## config.mk

```make
export PLATFORM = sky130hd
export DESIGN_NAME = osp_parser
export DESIGN_NICKNAME = d
export VERILOG_FILES = /design/src/hdl/osp_pkg.sv /design/src/hdl/osp_parser.sv /design/src/hdl/osp_resp_timer.sv
export SDC_FILE = /design/constraint.sdc
export NUM_CORES = 1
export LEC_CHECK = 0
export BUFFER_PORTS_ARGS = -buffer_cell sky130_fd_sc_hd__buf_2
export CORE_MARGIN = 5
export CORE_UTILIZATION = 30
export CTS_BUF_LIST = sky130_fd_sc_hd__clkbuf_2 sky130_fd_sc_hd__clkbuf_4 sky130_fd_sc_hd__clkbuf_8
export DETAILED_ROUTE_END_ITERATION = 8
export SYNTH_ARGS = -nofsm -noshare
export SYNTH_HDL_FRONTEND = slang
export SYNTH_SLANG_ARGS = --single-unit
```

## constraint.sdc

```tcl
create_clock -name i_clk -period 16 [get_ports i_clk]
set_input_delay 3.2 -clock i_clk [delete_from_list [all_inputs] [get_ports i_clk]]
set_output_delay 3.2 -clock i_clk [all_outputs]
set_load 0.05 [all_outputs]
```

## src/hdl/osp_pkg.sv

```systemverilog
// Purpose: Shared constants and carrier types for the serial command parser
// Assumes: 250 MHz system clock, ASCII host stream, byte-wide vehicle link
// Notes:   All counts derive from printed figures; header and address are defaults
package osp_pkg;
  // Clock rate and response timeout scaling
  localparam int unsigned CLK_MHZ = 250;
  localparam int unsigned TO_STEP_US = 4000; // One timeout step is 4 ms
  localparam int unsigned TO_STEP_CYC = TO_STEP_US * CLK_MHZ;
  localparam logic [7:0] TO_DEF = 8'h20; // Default of 32 steps
  // Line and message limits
  localparam int unsigned LINE_MAX = 16; // Stored characters per line
  localparam int unsigned ID_LEN = 12; // Identifier characters
  localparam int unsigned REQ_MAX = 7; // Request payload bytes
  localparam int unsigned HDR_LEN = 3; // Header bytes ahead of payload
  localparam logic [7:0] ID_LO = 8'h21; // Lowest identifier character
  localparam logic [7:0] ID_HI = 8'h5f; // Highest identifier character
  // Characters
  localparam logic [7:0] CH_CR = 8'h0d;
  localparam logic [7:0] CH_LF = 8'h0a;
  localparam logic [7:0] CH_SP = 8'h20;
  localparam logic [7:0] CH_PROMPT = 8'h3e;
  localparam logic [7:0] CH_QM = 8'h3f;
  localparam logic [7:0] CH_A = 8'h41;
  localparam logic [7:0] CH_T = 8'h54;
  localparam logic [7:0] CH_0 = 8'h30;
  // Two-character command codes after the leading letters
  localparam logic [15:0] CMD_ID_STORE = 16'h4033; // store_identifier_cmd
  localparam logic [15:0] CMD_ID_SHOW = 16'h4032; // show_identifier_cmd
  localparam logic [15:0] CMD_CV = 16'h4356; // calibrate_voltage_cmd
  localparam logic [15:0] CMD_RV = 16'h5256; // read_voltage_cmd
  localparam logic [15:0] CMD_ST = 16'h5354; // set_response_timeout_cmd
  // Reply kinds and their lengths including the closing carriage return
  localparam logic [2:0] RP_QM = 3'h0;
  localparam logic [2:0] RP_OK = 3'h1;
  localparam logic [2:0] RP_ID = 3'h2;
  localparam logic [2:0] RP_VOLT = 3'h3;
  localparam logic [2:0] RP_NODATA = 3'h4;
  localparam logic [3:0] LEN_QM = 4'h2;
  localparam logic [3:0] LEN_OK = 4'h3;
  localparam logic [3:0] LEN_ID = 4'hd;
  localparam logic [3:0] LEN_VOLT = 4'h6;
  localparam logic [3:0] LEN_NODATA = 4'h8;
  // Default request header and receive address
  localparam logic [23:0] HDR_DEF = 24'h686af1;
  localparam logic [7:0] RX_ADDR_DEF = 8'hf1;

  // Byte toward the vehicle, last marks the checksum byte
  typedef struct packed {
    logic [7:0] data;
    logic last;
  } osp_byte_t;

  // Byte from the vehicle with message framing
  typedef struct packed {
    logic [7:0] data;
    logic first;
    logic last;
  } osp_vrx_t;
endpackage

```

## src/hdl/osp_parser.sv

```systemverilog
// Purpose: Line parser for a serial-to-vehicle diagnostic interpreter
// Assumes: Host bytes arrive from a UART on the same clock; vehicle link is
//          a byte stream with message framing; NVM and ADC are outside
// Notes:   One line is handled at a time; the host is held off while busy
`timescale 1ns/1ps
module osp_parser #(
  parameter int unsigned STEP_CYC = osp_pkg::TO_STEP_CYC, // Cycles per step
  parameter logic [23:0] HDR = osp_pkg::HDR_DEF, // Request header bytes
  parameter logic [7:0] RX_ADDR = osp_pkg::RX_ADDR_DEF // Accepted reply address
) (
  input wire logic i_clk, // System clock, 250 MHz
  input wire logic i_rst, // Synchronous reset, active high
  input wire logic i_rx_valid, // Host byte valid
  input wire logic [7:0] i_rx_data, // Host byte
  output logic o_rx_ready, // Parser takes host bytes
  output logic o_tx_valid, // Reply byte valid
  output logic [7:0] o_tx_data, // Reply byte
  input wire logic i_tx_ready, // Host link takes reply byte
  output logic o_veh_valid, // Vehicle byte valid
  output osp_pkg::osp_byte_t o_veh, // Vehicle byte and end mark
  input wire logic i_veh_ready, // Vehicle link takes byte
  input wire logic i_vrx_valid, // Received vehicle byte valid
  input wire osp_pkg::osp_vrx_t i_vrx, // Received vehicle byte and framing
  output logic o_vrx_ready, // Parser takes vehicle byte
  input wire logic i_nvm_id_present, // Identifier already in NVM
  input wire logic [95:0] i_nvm_id, // Stored identifier, first char low
  output logic o_nvm_id_wr, // Write identifier to NVM, pulse
  output logic [95:0] o_nvm_id, // Identifier to write
  input wire logic [15:0] i_volt_bcd, // Voltage as four BCD digits, 0.01 V
  output logic o_cal_wr, // Calibrate to reference, pulse
  output logic o_cal_factory, // Restore factory constants, pulse
  output logic [15:0] o_cal_bcd // Reference voltage, four BCD digits
);
  typedef enum logic [6:0] {
    S_LINE = 7'h01, S_EVAL = 7'h02, S_VSEND = 7'h04, S_VWAIT = 7'h08,
    S_FWD = 7'h10, S_REPLY = 7'h20, S_PROMPT = 7'h40
  } osp_state_t;

  // Refuse a buffer too short to hold an identifier store line
  if (osp_pkg::LINE_MAX < 4 + osp_pkg::ID_LEN) begin : g_bad_line
    $error("line buffer too short");
  end

  osp_state_t st_q; // Parser state
  logic [7:0] buf_q [osp_pkg::LINE_MAX]; // Line characters, spaces removed
  logic [4:0] len_q; // Stored character count
  logic ovf_q; // Line ran past the buffer
  logic loaded_q; // NVM identifier captured after reset
  logic id_set_q; // Identifier is committed
  logic [2:0] kind_q; // Reply being sent
  logic [3:0] idx_q; // Character or byte index
  logic [2:0] nb_q; // Request payload bytes
  logic [7:0] csum_q; // Running checksum
  logic [7:0] to_q; // Timeout in steps
  logic [9:0] dv_q; // Rounded voltage in 0.1 V
  logic match_q; // Current vehicle message matches
  logic got_q; // Any matching message seen
  logic [7:0] fb_q; // Byte being forwarded
  logic fl_q; // Forwarded byte ends a message
  logic tstart_q; // Timer restart pulse
  logic expired; // Timeout ran out

  // Character helpers
  function automatic logic is_hex(input logic [7:0] c);
    return (c >= 8'h30 && c <= 8'h39) || (c >= 8'h41 && c <= 8'h46);
  endfunction
  function automatic logic [3:0] hex_val(input logic [7:0] c);
    return (c <= 8'h39) ? c[3:0] : 4'(c[3:0] + 4'h9);
  endfunction
  function automatic logic [7:0] hex_chr(input logic [3:0] n);
    return (n < 4'ha) ? {4'h3, n} : {4'h4, 4'(n - 4'h9)};
  endfunction

  // Reply text by kind and position
  function automatic logic [7:0] rep_chr(input logic [2:0] k, input logic [3:0] i,
                                         input logic [95:0] id, input logic [9:0] dv);
    logic [7:0] c;
    c = osp_pkg::CH_CR;
    case (k)
      osp_pkg::RP_QM: if (i == 4'h0) c = osp_pkg::CH_QM;
      osp_pkg::RP_OK: if (i < 4'h2) c = (i == 4'h0) ? 8'h4f : 8'h4b;
      osp_pkg::RP_ID: if (i < 4'hc) c = id[8*i +: 8];
      osp_pkg::RP_VOLT: begin
        case (i)
          4'h0: c = osp_pkg::CH_0 + 8'(dv / 10'd100);
          4'h1: c = osp_pkg::CH_0 + 8'((dv / 10'd10) % 10'd10);
          4'h2: c = 8'h2e;
          4'h3: c = osp_pkg::CH_0 + 8'(dv % 10'd10);
          4'h4: c = 8'h56;
          default: c = osp_pkg::CH_CR;
        endcase
      end
      osp_pkg::RP_NODATA: begin
        case (i)
          4'h0: c = 8'h4e;
          4'h1: c = 8'h4f;
          4'h2: c = osp_pkg::CH_SP;
          4'h3: c = 8'h44;
          4'h4: c = 8'h41;
          4'h5: c = 8'h54;
          4'h6: c = 8'h41;
          default: c = osp_pkg::CH_CR;
        endcase
      end
      default: c = osp_pkg::CH_CR;
    endcase
    return c;
  endfunction

  // Incoming host byte, folded to upper case
  wire rx_take = i_rx_valid && o_rx_ready;
  wire rx_lower = (i_rx_data >= 8'h61) && (i_rx_data <= 8'h7a);
  wire [7:0] rx_up = rx_lower ? (i_rx_data & 8'hdf) : i_rx_data;
  wire rx_skip = (i_rx_data == osp_pkg::CH_SP) || (i_rx_data == osp_pkg::CH_LF);

  // Per-entry checks over the buffered line
  logic [osp_pkg::LINE_MAX-1:0] hex_ok; // Entry is hex or past the end
  logic [osp_pkg::ID_LEN-1:0] id_ok; // Identifier character in range
  logic [3:0] dig_ok; // Calibration digit is decimal
  genvar g;
  generate
    for (g = 0; g < osp_pkg::LINE_MAX; g++) begin : g_chk
      assign hex_ok[g] = (5'(g) >= len_q) || is_hex(buf_q[g]);
      if (g < osp_pkg::ID_LEN) begin : g_id
        assign id_ok[g] = (buf_q[g+4] >= osp_pkg::ID_LO) && (buf_q[g+4] <= osp_pkg::ID_HI);
      end
      if (g < 4) begin : g_dig
        assign dig_ok[g] = (buf_q[g+4] >= 8'h30) && (buf_q[g+4] <= 8'h39);
      end
    end
  endgenerate

  // Line classification
  wire is_at = (len_q >= 5'd2) && (buf_q[0] == osp_pkg::CH_A) && (buf_q[1] == osp_pkg::CH_T);
  wire [15:0] cmd = {buf_q[2], buf_q[3]};
  wire req_ok = (&hex_ok) && !len_q[0] && (len_q <= 5'(2 * osp_pkg::REQ_MAX));
  wire id_good = (len_q == 5'(4 + osp_pkg::ID_LEN)) && (&id_ok) && !id_set_q;
  wire [15:0] cal_arg = {buf_q[4][3:0], buf_q[5][3:0], buf_q[6][3:0], buf_q[7][3:0]};
  wire [7:0] st_arg = {hex_val(buf_q[4]), hex_val(buf_q[5])};
  wire [95:0] id_line;
  generate
    for (g = 0; g < osp_pkg::ID_LEN; g++) begin : g_idl
      assign id_line[8*g +: 8] = buf_q[g+4];
    end
  endgenerate

  // Voltage rounded half up from 0.01 V to 0.1 V
  wire [9:0] v_tenths = 10'(i_volt_bcd[15:12] * 100 + i_volt_bcd[11:8] * 10 + i_volt_bcd[7:4]);
  wire [9:0] v_round = 10'(v_tenths + ((i_volt_bcd[3:0] >= 4'h5) ? 10'd1 : 10'd0));

  // Outgoing vehicle byte: header, payload, then checksum
  wire [3:0] pay_i = 4'(idx_q - 4'(osp_pkg::HDR_LEN));
  wire [7:0] pay_b = {hex_val(buf_q[{pay_i[2:0], 1'b0}]),
                      hex_val(buf_q[{pay_i[2:0], 1'b1}])};
  wire [3:0] sum_i = 4'(osp_pkg::HDR_LEN) + {1'b0, nb_q};
  wire [7:0] hdr_b = HDR[8*(2 - idx_q[1:0]) +: 8];
  wire [7:0] veh_b = (idx_q < 4'(osp_pkg::HDR_LEN)) ? hdr_b :
                     (idx_q < sum_i) ? pay_b : csum_q;
  wire veh_free = !o_veh_valid || i_veh_ready;
  wire tx_free = !o_tx_valid || i_tx_ready;
  wire [3:0] rep_len = (kind_q == osp_pkg::RP_OK) ? osp_pkg::LEN_OK :
                       (kind_q == osp_pkg::RP_ID) ? osp_pkg::LEN_ID :
                       (kind_q == osp_pkg::RP_VOLT) ? osp_pkg::LEN_VOLT :
                       (kind_q == osp_pkg::RP_NODATA) ? osp_pkg::LEN_NODATA : osp_pkg::LEN_QM;
  wire vrx_take = i_vrx_valid && o_vrx_ready;
  wire vrx_fwd = i_vrx.first ? (i_vrx.data == RX_ADDR) : match_q;

  osp_resp_timer #(.STEP_CYC(STEP_CYC)) u_timer (
    .i_clk(i_clk),
    .i_rst(i_rst),
    .i_start(tstart_q),
    .i_steps(to_q),
    .o_expired(expired)
  );

  // Line buffer: characters stored while gathering a line
  always_ff @(posedge i_clk) begin
    if (st_q == S_LINE && rx_take && !rx_skip && i_rx_data != osp_pkg::CH_CR &&
        len_q < 5'(osp_pkg::LINE_MAX)) begin
      buf_q[len_q[3:0]] <= rx_up;
    end
  end

  // Main sequencer
  always_ff @(posedge i_clk) begin
    o_nvm_id_wr <= 1'b0;
    o_cal_wr <= 1'b0;
    o_cal_factory <= 1'b0;
    tstart_q <= 1'b0;
    if (i_tx_ready) o_tx_valid <= 1'b0;
    if (i_veh_ready) o_veh_valid <= 1'b0;
    if (i_rst) begin
      st_q <= S_PROMPT; // Announce readiness after reset
      len_q <= 5'd0;
      ovf_q <= 1'b0;
      loaded_q <= 1'b0;
      id_set_q <= 1'b0;
      o_nvm_id <= 96'h0;
      kind_q <= osp_pkg::RP_QM;
      idx_q <= 4'h0;
      nb_q <= 3'h0;
      csum_q <= 8'h00;
      to_q <= osp_pkg::TO_DEF;
      dv_q <= 10'd0;
      match_q <= 1'b0;
      got_q <= 1'b0;
      fb_q <= 8'h00;
      fl_q <= 1'b0;
      o_rx_ready <= 1'b0;
      o_tx_valid <= 1'b0;
      o_tx_data <= 8'h00;
      o_veh_valid <= 1'b0;
      o_veh <= '0;
      o_vrx_ready <= 1'b0;
      o_cal_bcd <= 16'h0000;
    end else begin
      // Identifier state is taken from NVM once after reset
      if (!loaded_q) begin
        loaded_q <= 1'b1;
        id_set_q <= i_nvm_id_present;
        o_nvm_id <= i_nvm_id;
      end
      case (st_q)
        S_LINE: begin
          if (rx_take) begin
            if (i_rx_data == osp_pkg::CH_CR) begin
              st_q <= S_EVAL;
              o_rx_ready <= 1'b0;
            end else if (!rx_skip) begin
              if (len_q == 5'(osp_pkg::LINE_MAX)) ovf_q <= 1'b1;
              else len_q <= len_q + 5'd1;
            end
          end
        end
        S_EVAL: begin
          idx_q <= 4'h0;
          st_q <= S_REPLY;
          kind_q <= osp_pkg::RP_QM;
          if (ovf_q) begin
            st_q <= S_REPLY;
          end else if (len_q == 5'd0) begin
            st_q <= S_PROMPT;
          end else if (!is_at) begin
            if (req_ok) begin
              st_q <= S_VSEND;
              nb_q <= len_q[3:1];
              csum_q <= 8'h00;
            end
          end else if (cmd == osp_pkg::CMD_ID_STORE) begin
            if (id_good && loaded_q) begin
              id_set_q <= 1'b1;
              o_nvm_id <= id_line;
              o_nvm_id_wr <= 1'b1;
              kind_q <= osp_pkg::RP_OK;
            end
          end else if (cmd == osp_pkg::CMD_ID_SHOW && len_q == 5'd4) begin
            if (id_set_q) kind_q <= osp_pkg::RP_ID;
          end else if (cmd == osp_pkg::CMD_CV && len_q == 5'd8 && (&dig_ok)) begin
            o_cal_bcd <= cal_arg;
            o_cal_factory <= (cal_arg == 16'h0000);
            o_cal_wr <= (cal_arg != 16'h0000);
            kind_q <= osp_pkg::RP_OK;
          end else if (cmd == osp_pkg::CMD_RV && len_q == 5'd4) begin
            dv_q <= (v_round > 10'd999) ? 10'd999 : v_round;
            kind_q <= osp_pkg::RP_VOLT;
          end else if (cmd == osp_pkg::CMD_ST && len_q == 5'd6 && (&hex_ok[5:4])) begin
            to_q <= (st_arg == 8'h00) ? osp_pkg::TO_DEF : st_arg;
            kind_q <= osp_pkg::RP_OK;
          end
        end
        S_VSEND: begin
          if (veh_free) begin
            o_veh_valid <= 1'b1;
            o_veh.data <= veh_b;
            o_veh.last <= (idx_q == sum_i);
            csum_q <= csum_q + veh_b;
            idx_q <= idx_q + 4'h1;
            if (idx_q == sum_i) begin
              st_q <= S_VWAIT; // Timer starts once the checksum is out
              tstart_q <= 1'b1;
              got_q <= 1'b0;
              match_q <= 1'b0;
              o_vrx_ready <= 1'b1;
            end
          end
        end
        S_VWAIT: begin
          // An arriving byte wins over an expiry in the same cycle
          if (vrx_take) begin
            if (i_vrx.first) match_q <= vrx_fwd;
            if (vrx_fwd) begin
              got_q <= 1'b1;
              tstart_q <= 1'b1;
              fb_q <= i_vrx.data;
              fl_q <= i_vrx.last;
              idx_q <= 4'h0;
              st_q <= S_FWD;
              o_vrx_ready <= 1'b0;
            end
          end else if (expired && !tstart_q) begin
            o_vrx_ready <= 1'b0;
            idx_q <= 4'h0;
            kind_q <= osp_pkg::RP_NODATA;
            st_q <= got_q ? S_PROMPT : S_REPLY;
          end
        end
        S_FWD: begin
          // Each byte goes out as two hex digits and a separator
          if (tx_free) begin
            o_tx_valid <= 1'b1;
            idx_q <= idx_q + 4'h1;
            o_tx_data <= (idx_q == 4'h0) ? hex_chr(fb_q[7:4]) :
                         (idx_q == 4'h1) ? hex_chr(fb_q[3:0]) :
                         fl_q ? osp_pkg::CH_CR : osp_pkg::CH_SP;
            if (idx_q == 4'h2) begin
              st_q <= S_VWAIT;
              o_vrx_ready <= 1'b1;
            end
          end
        end
        S_REPLY: begin
          if (tx_free) begin
            o_tx_valid <= 1'b1;
            o_tx_data <= rep_chr(kind_q, idx_q, o_nvm_id, dv_q);
            idx_q <= idx_q + 4'h1;
            if (idx_q == rep_len - 4'h1) st_q <= S_PROMPT;
          end
        end
        S_PROMPT: begin
          if (tx_free) begin
            o_tx_valid <= 1'b1;
            o_tx_data <= osp_pkg::CH_PROMPT;
            len_q <= 5'd0;
            ovf_q <= 1'b0;
            st_q <= S_LINE;
            o_rx_ready <= 1'b1;
          end
        end
        default: st_q <= S_PROMPT;
      endcase
    end
  end
endmodule // osp_parser

```

## src/hdl/osp_resp_timer.sv

```systemverilog
// Purpose: Response timeout in 4 ms steps for reply collection
// Assumes: i_start restarts the whole interval; i_steps is never zero
// Notes:   Expired is a level so a pulse cannot be missed while busy
`timescale 1ns/1ps
module osp_resp_timer #(
  parameter int unsigned STEP_CYC = osp_pkg::TO_STEP_CYC
) (
  input wire logic i_clk, // System clock
  input wire logic i_rst, // Synchronous reset, active high
  input wire logic i_start, // Restart interval, one-cycle pulse
  input wire logic [7:0] i_steps, // Interval in steps
  output logic o_expired // High once the interval has run out
);
  localparam int unsigned PW = (STEP_CYC > 1) ? $clog2(STEP_CYC) : 1;

  // Refuse a step length that the prescaler cannot count
  if (STEP_CYC < 1) begin : g_bad_step
    $error("step count must be at least one");
  end

  logic [PW-1:0] pre_q; // Step prescaler
  logic [7:0] left_q; // Steps remaining
  logic run_q; // Interval in progress
  logic tick; // One-cycle step enable

  assign tick = run_q && (pre_q == PW'(STEP_CYC - 1));

  // Prescaler: one enable pulse per 4 ms step
  always_ff @(posedge i_clk) begin
    if (i_rst || i_start || tick) begin
      pre_q <= '0;
    end else if (run_q) begin
      pre_q <= pre_q + 1'b1;
    end
  end

  // Step countdown; a restart always wins over an expiry in the same cycle
  always_ff @(posedge i_clk) begin
    if (i_rst) begin
      left_q <= 8'h00;
      run_q <= 1'b0;
      o_expired <= 1'b0;
    end else if (i_start) begin
      left_q <= i_steps;
      run_q <= 1'b1;
      o_expired <= 1'b0;
    end else if (tick) begin
      left_q <= left_q - 8'h01;
      if (left_q == 8'h01) begin
        run_q <= 1'b0;
        o_expired <= 1'b1;
      end
    end
  end
endmodule // osp_resp_timer

```

==> implementation parameters <==
Parameter                              Value

Run status
  Result of the run ... finished clean

Job
  Reported max-cap violation count ... 0

STA
  Worst setup margin ... 7880 ps
  Total count of hold-check failures in the final report ... 0
  Worst-margin pin slew ... 1040 ps
  Tmin final ... 8120 ps
  Final number of max-transition violations ... 0
  Final period util ... 50.7%
  Final sum of negative setup slack ... 0 ps
  Highest attainable clock frequency ... 123 MHz
  Number of setup violations in the final report ... 0
  RSZ-0062 raised after global routing ... no
  Worst clock skew ... 37.3 ps
  Max transition margin ... 31.0%

Worst setup path
  Register-to-register setup slack ... 7880 ps
  End of the worst register-to-register path ... o_tx_data[5]
  Kind of critical path ... reg -> reg
  Worst Setup End Kind ... flop
  Data required time of the critical path ... 16530 ps
  CP max FO ... 27
  Depth of the worst register-to-register path ... 32
  Critical path startpoint category ... flop
  Data arrival time of the critical path ... 8650 ps
  RR Startpoint ... dv_q[7]
  Crit path buffers/inverters ... 1
  Critical Path Sink ... o_tx_data[5]
  CP Launch Point ... dv_q[7]
  Crit path max-delay cell type ... dfxtp_1
  Stages on the worst setup path ... 32
  Largest stage delay on the critical path ... 940 ps
  Kind of cell with the highest combined delay on the critical path ... simple AND/OR/NAND/NOR gates

Synth
  Sequential element share of the synthesized area ... 39.1%
  Predominant post-synthesis flop cell ... dfxtp_1
  Post-synthesis instance area ... 0.0216 mm²
  Mean cell area of the mapped netlist ... 9.17 µm²
  Synth warn ... 0
  Synth unique cells ... 100
  Ranking of synthesized cells by instance count ... nor2_1 (347), dfxtp_1 (229), mux2i_1 (154)
  Cells after synthesis ... 2353
  Fraction of post-synthesis cell area in the top cell type by area ... 21.3%
  Most area-consuming cells after synthesis ... dfxtp_1 (21%), edfxtp_1 (18%), mux2i_1 (7.1%)
  Flip-flop and latch count after synthesis ... 357
  Top cell type by total area after synthesis ... dfxtp_1
  Syn nets ... 2573
  Count of flip-flops with a built-in enable after synthesis ... 128
  Async set-reset flop share out of synthesis ... 0%
  Top-count cell post-synth ... nor2_1

Drt
  Vias after detailed routing ... 19500
  Remaining number of nets flagged by the antenna check after routing ... 0
  Via-per-instance ratio ... 5.45
  Detailed-route DRC error count ... 0
  Drt first pass iters ... 8
  Routed WL per cell ... 21.7 µm
  Number of design-rule violations left by the first detailed-router iteration ... 1766
  Final WL ... 77800 µm

Cells and area
  Number of fillers in the final layout ... 7412
  Area Growth Syn to Fin ... 16.6%
  Post-route cell area ... 0.0251 mm²
  Non-filler instance count after layout ... 3579
  Fraction of layout cells with a size suffix above 1 ... 18.9%
  Number of nets in the final layout ... 2797

Clocking
  Number of buffers created by CTS ... 67
  CTS clock-pin slew for the worst setup and hold paths ... 60 ps
  H-tree levels ... 3
  Post-CTS Hold Fix Bufs ... 0
  Insertion delay of the later-clocked pin in the worst-skew pair ... 650 ps
  CTS tree ... yes
  Sink count of the clock tree ... 357
  Buffer count from post-CTS setup fixing ... 0
  Number of gates resized after CTS ... 0
  Clock Tree Root ... clkbuf_8
  Number of buffers on the longest clock path ... 3

Power
  Peak supply drop ... 0.0712 mV
  Power per cell area ... 91.8 mW/mm²
  Leakage power of the design ... 0.00990 µW

Floorplanning
  Count of standard-cell rows ... 98
  Overall die area ... 0.0774 mm²
  Die width ... 278 µm
  Core Region ... 0.0714 mm²
  Initial core utilization ... 30.2%
  Top-Level Pins ... 273
  Die Y ... 278 µm

GRT
  Wire length of the first global-routing pass ... 117000 µm
  Combined global-route utilization of all metal layers ... 19.3%
  Largest net degree at the start of global routing ... 85
  Vias in the first global route ... 18800
  Congestion Overflow GR ... 0
  Antenna violations before repair ... 4

Place
  Final weighted congestion in routability-driven placement ... 0.963
  Number of placed instances, taps included ... 3458
  Instance area after placement ... 0.0237 mm²
  Pre-CTS worst setup slack ... 8050 ps
  DPL Wire Length ... 58600 µm
  PortBufs ... 272

Worst hold path
  Kind of path behind the tightest hold check ... reg -> reg
## power breakdown
part / switching [µW] / total, µW / internal, µW
combinational: 252 / 366 / 114
sequential: 32.1 / 1000 / 971
clock: 410 / 939 / 530
## stage by stage
| stage | hold WS (ps) | util [%] | total power (µW) |
|---|---|---|---|
| floorplan | 440 | - | 1260 |
| global placement | 447 | 33.3 | 1380 |
| detailed placement | 446 | 33.3 | 1390 |
| CTS | 454 | 35.2 | 2330 |
| global route | 479 | 35.2 | 2400 |
| finish | 452 | 35.2 | 2310 |
## worst min path at each step
stage	start	to	slack, ps	cells past startpoint
global route	o_veh[1]	o_veh[1]	480	2
finish	o_veh[1]	o_veh[1]	450	2
detailed placement	o_veh[1]	o_veh[1]	450	2
CTS	o_veh[1]	o_veh[1]	450	2
global placement	o_veh[0]	o_veh[0]	450	2
floorplan	csum_q[7]	csum_q[7]	440	2
## cells by family after synthesis
logic type | count (synthesis) | share of synthesized area (%)
fa+ha+maj | 85 | 5.12
simple gates | 854 | 19.3
compound gates | 545 | 16.9
xor+xnor | 85 | 3.45
mux | 207 | 12.2
flops | 357 | 39.1
buf+inv | 220 | 4.01
## registers in the layout (all words and copies together), names as in the netlist, 4 cells and up
name	cells
o_cal_bcd	16
o_nvm_id	96
fb_q	8
u_timer.left_q	8
st_q	7
u_timer.pre_q	20
buf_q	128
to_q	8
dv_q	10
o_veh	9
len_q	5
idx_q	4
csum_q	8
o_tx_data	8
## layout make-up
class / count / area, µm² / area share (%)
multi-input cells: 1776 / 12300 / 48.9
flip-flops and latches: 357 / 8440 / 33.6
repair buffers: 292 / 1520 / 6.04
well taps: 950 / 1190 / 4.73
clock buffers: 93 / 1190 / 4.72
inverters: 83 / 312 / 1.24
clock inverters: 24 / 211 / 0.841
diodes: 4 / 10.0 / 0.0398
## worst reg2reg max path, delay by kind of cell (launching register included)
family	cells	cell delay, ps
adder cells (fa/ha/maj)	3	770
buffers and inverters	1	50
AND/OR/NAND/NOR	13	3170
flip-flops	1	940
AO/OA/AOI/OAI	15	3080
## layer usage
layer | vias to the layer above | GRT usage, % | wire length [µm]
met3 | 141 | 3.62 | 5750
met1 | 9404 | 25.2 | 32600
met4 | 0 | 7.34 | 3030
met2 | 800 | 31.8 | 36400
met5 | - | 0 | 0
li1 | 9171 | - | -
## cells in the final DEF (no fill, tap or decap), types with 11 or more instances in the layout
cell,Yosys,routed
clkbuf_4,0,15
o21a_1,13,13
and2_1,11,11
edfxtp_1,128,128
nor3_1,65,65
inv_1,80,80
a22oi_1,11,11
and3_1,19,19
a21o_1,14,14
o21ai_0,93,93
buf_4,2,20
dfxtp_1,229,226
a211oi_1,102,102
nand2_1,145,145
nor4_1,30,30
nor2b_1,20,20
o211ai_1,11,11
nor2_1,347,347
xnor2_1,50,50
a21oi_1,132,132
or3_1,15,15
buf_2,7,271
nand3_1,57,57
xor2_1,35,35
o31ai_1,12,12
mux4_2,44,44
o22ai_1,15,15
nand4_1,30,30
clkbuf_8,0,78
ha_1,77,77
a31oi_1,39,39
mux2i_1,154,154
nand2b_1,34,34
Power figures use the tool's default switching activity.
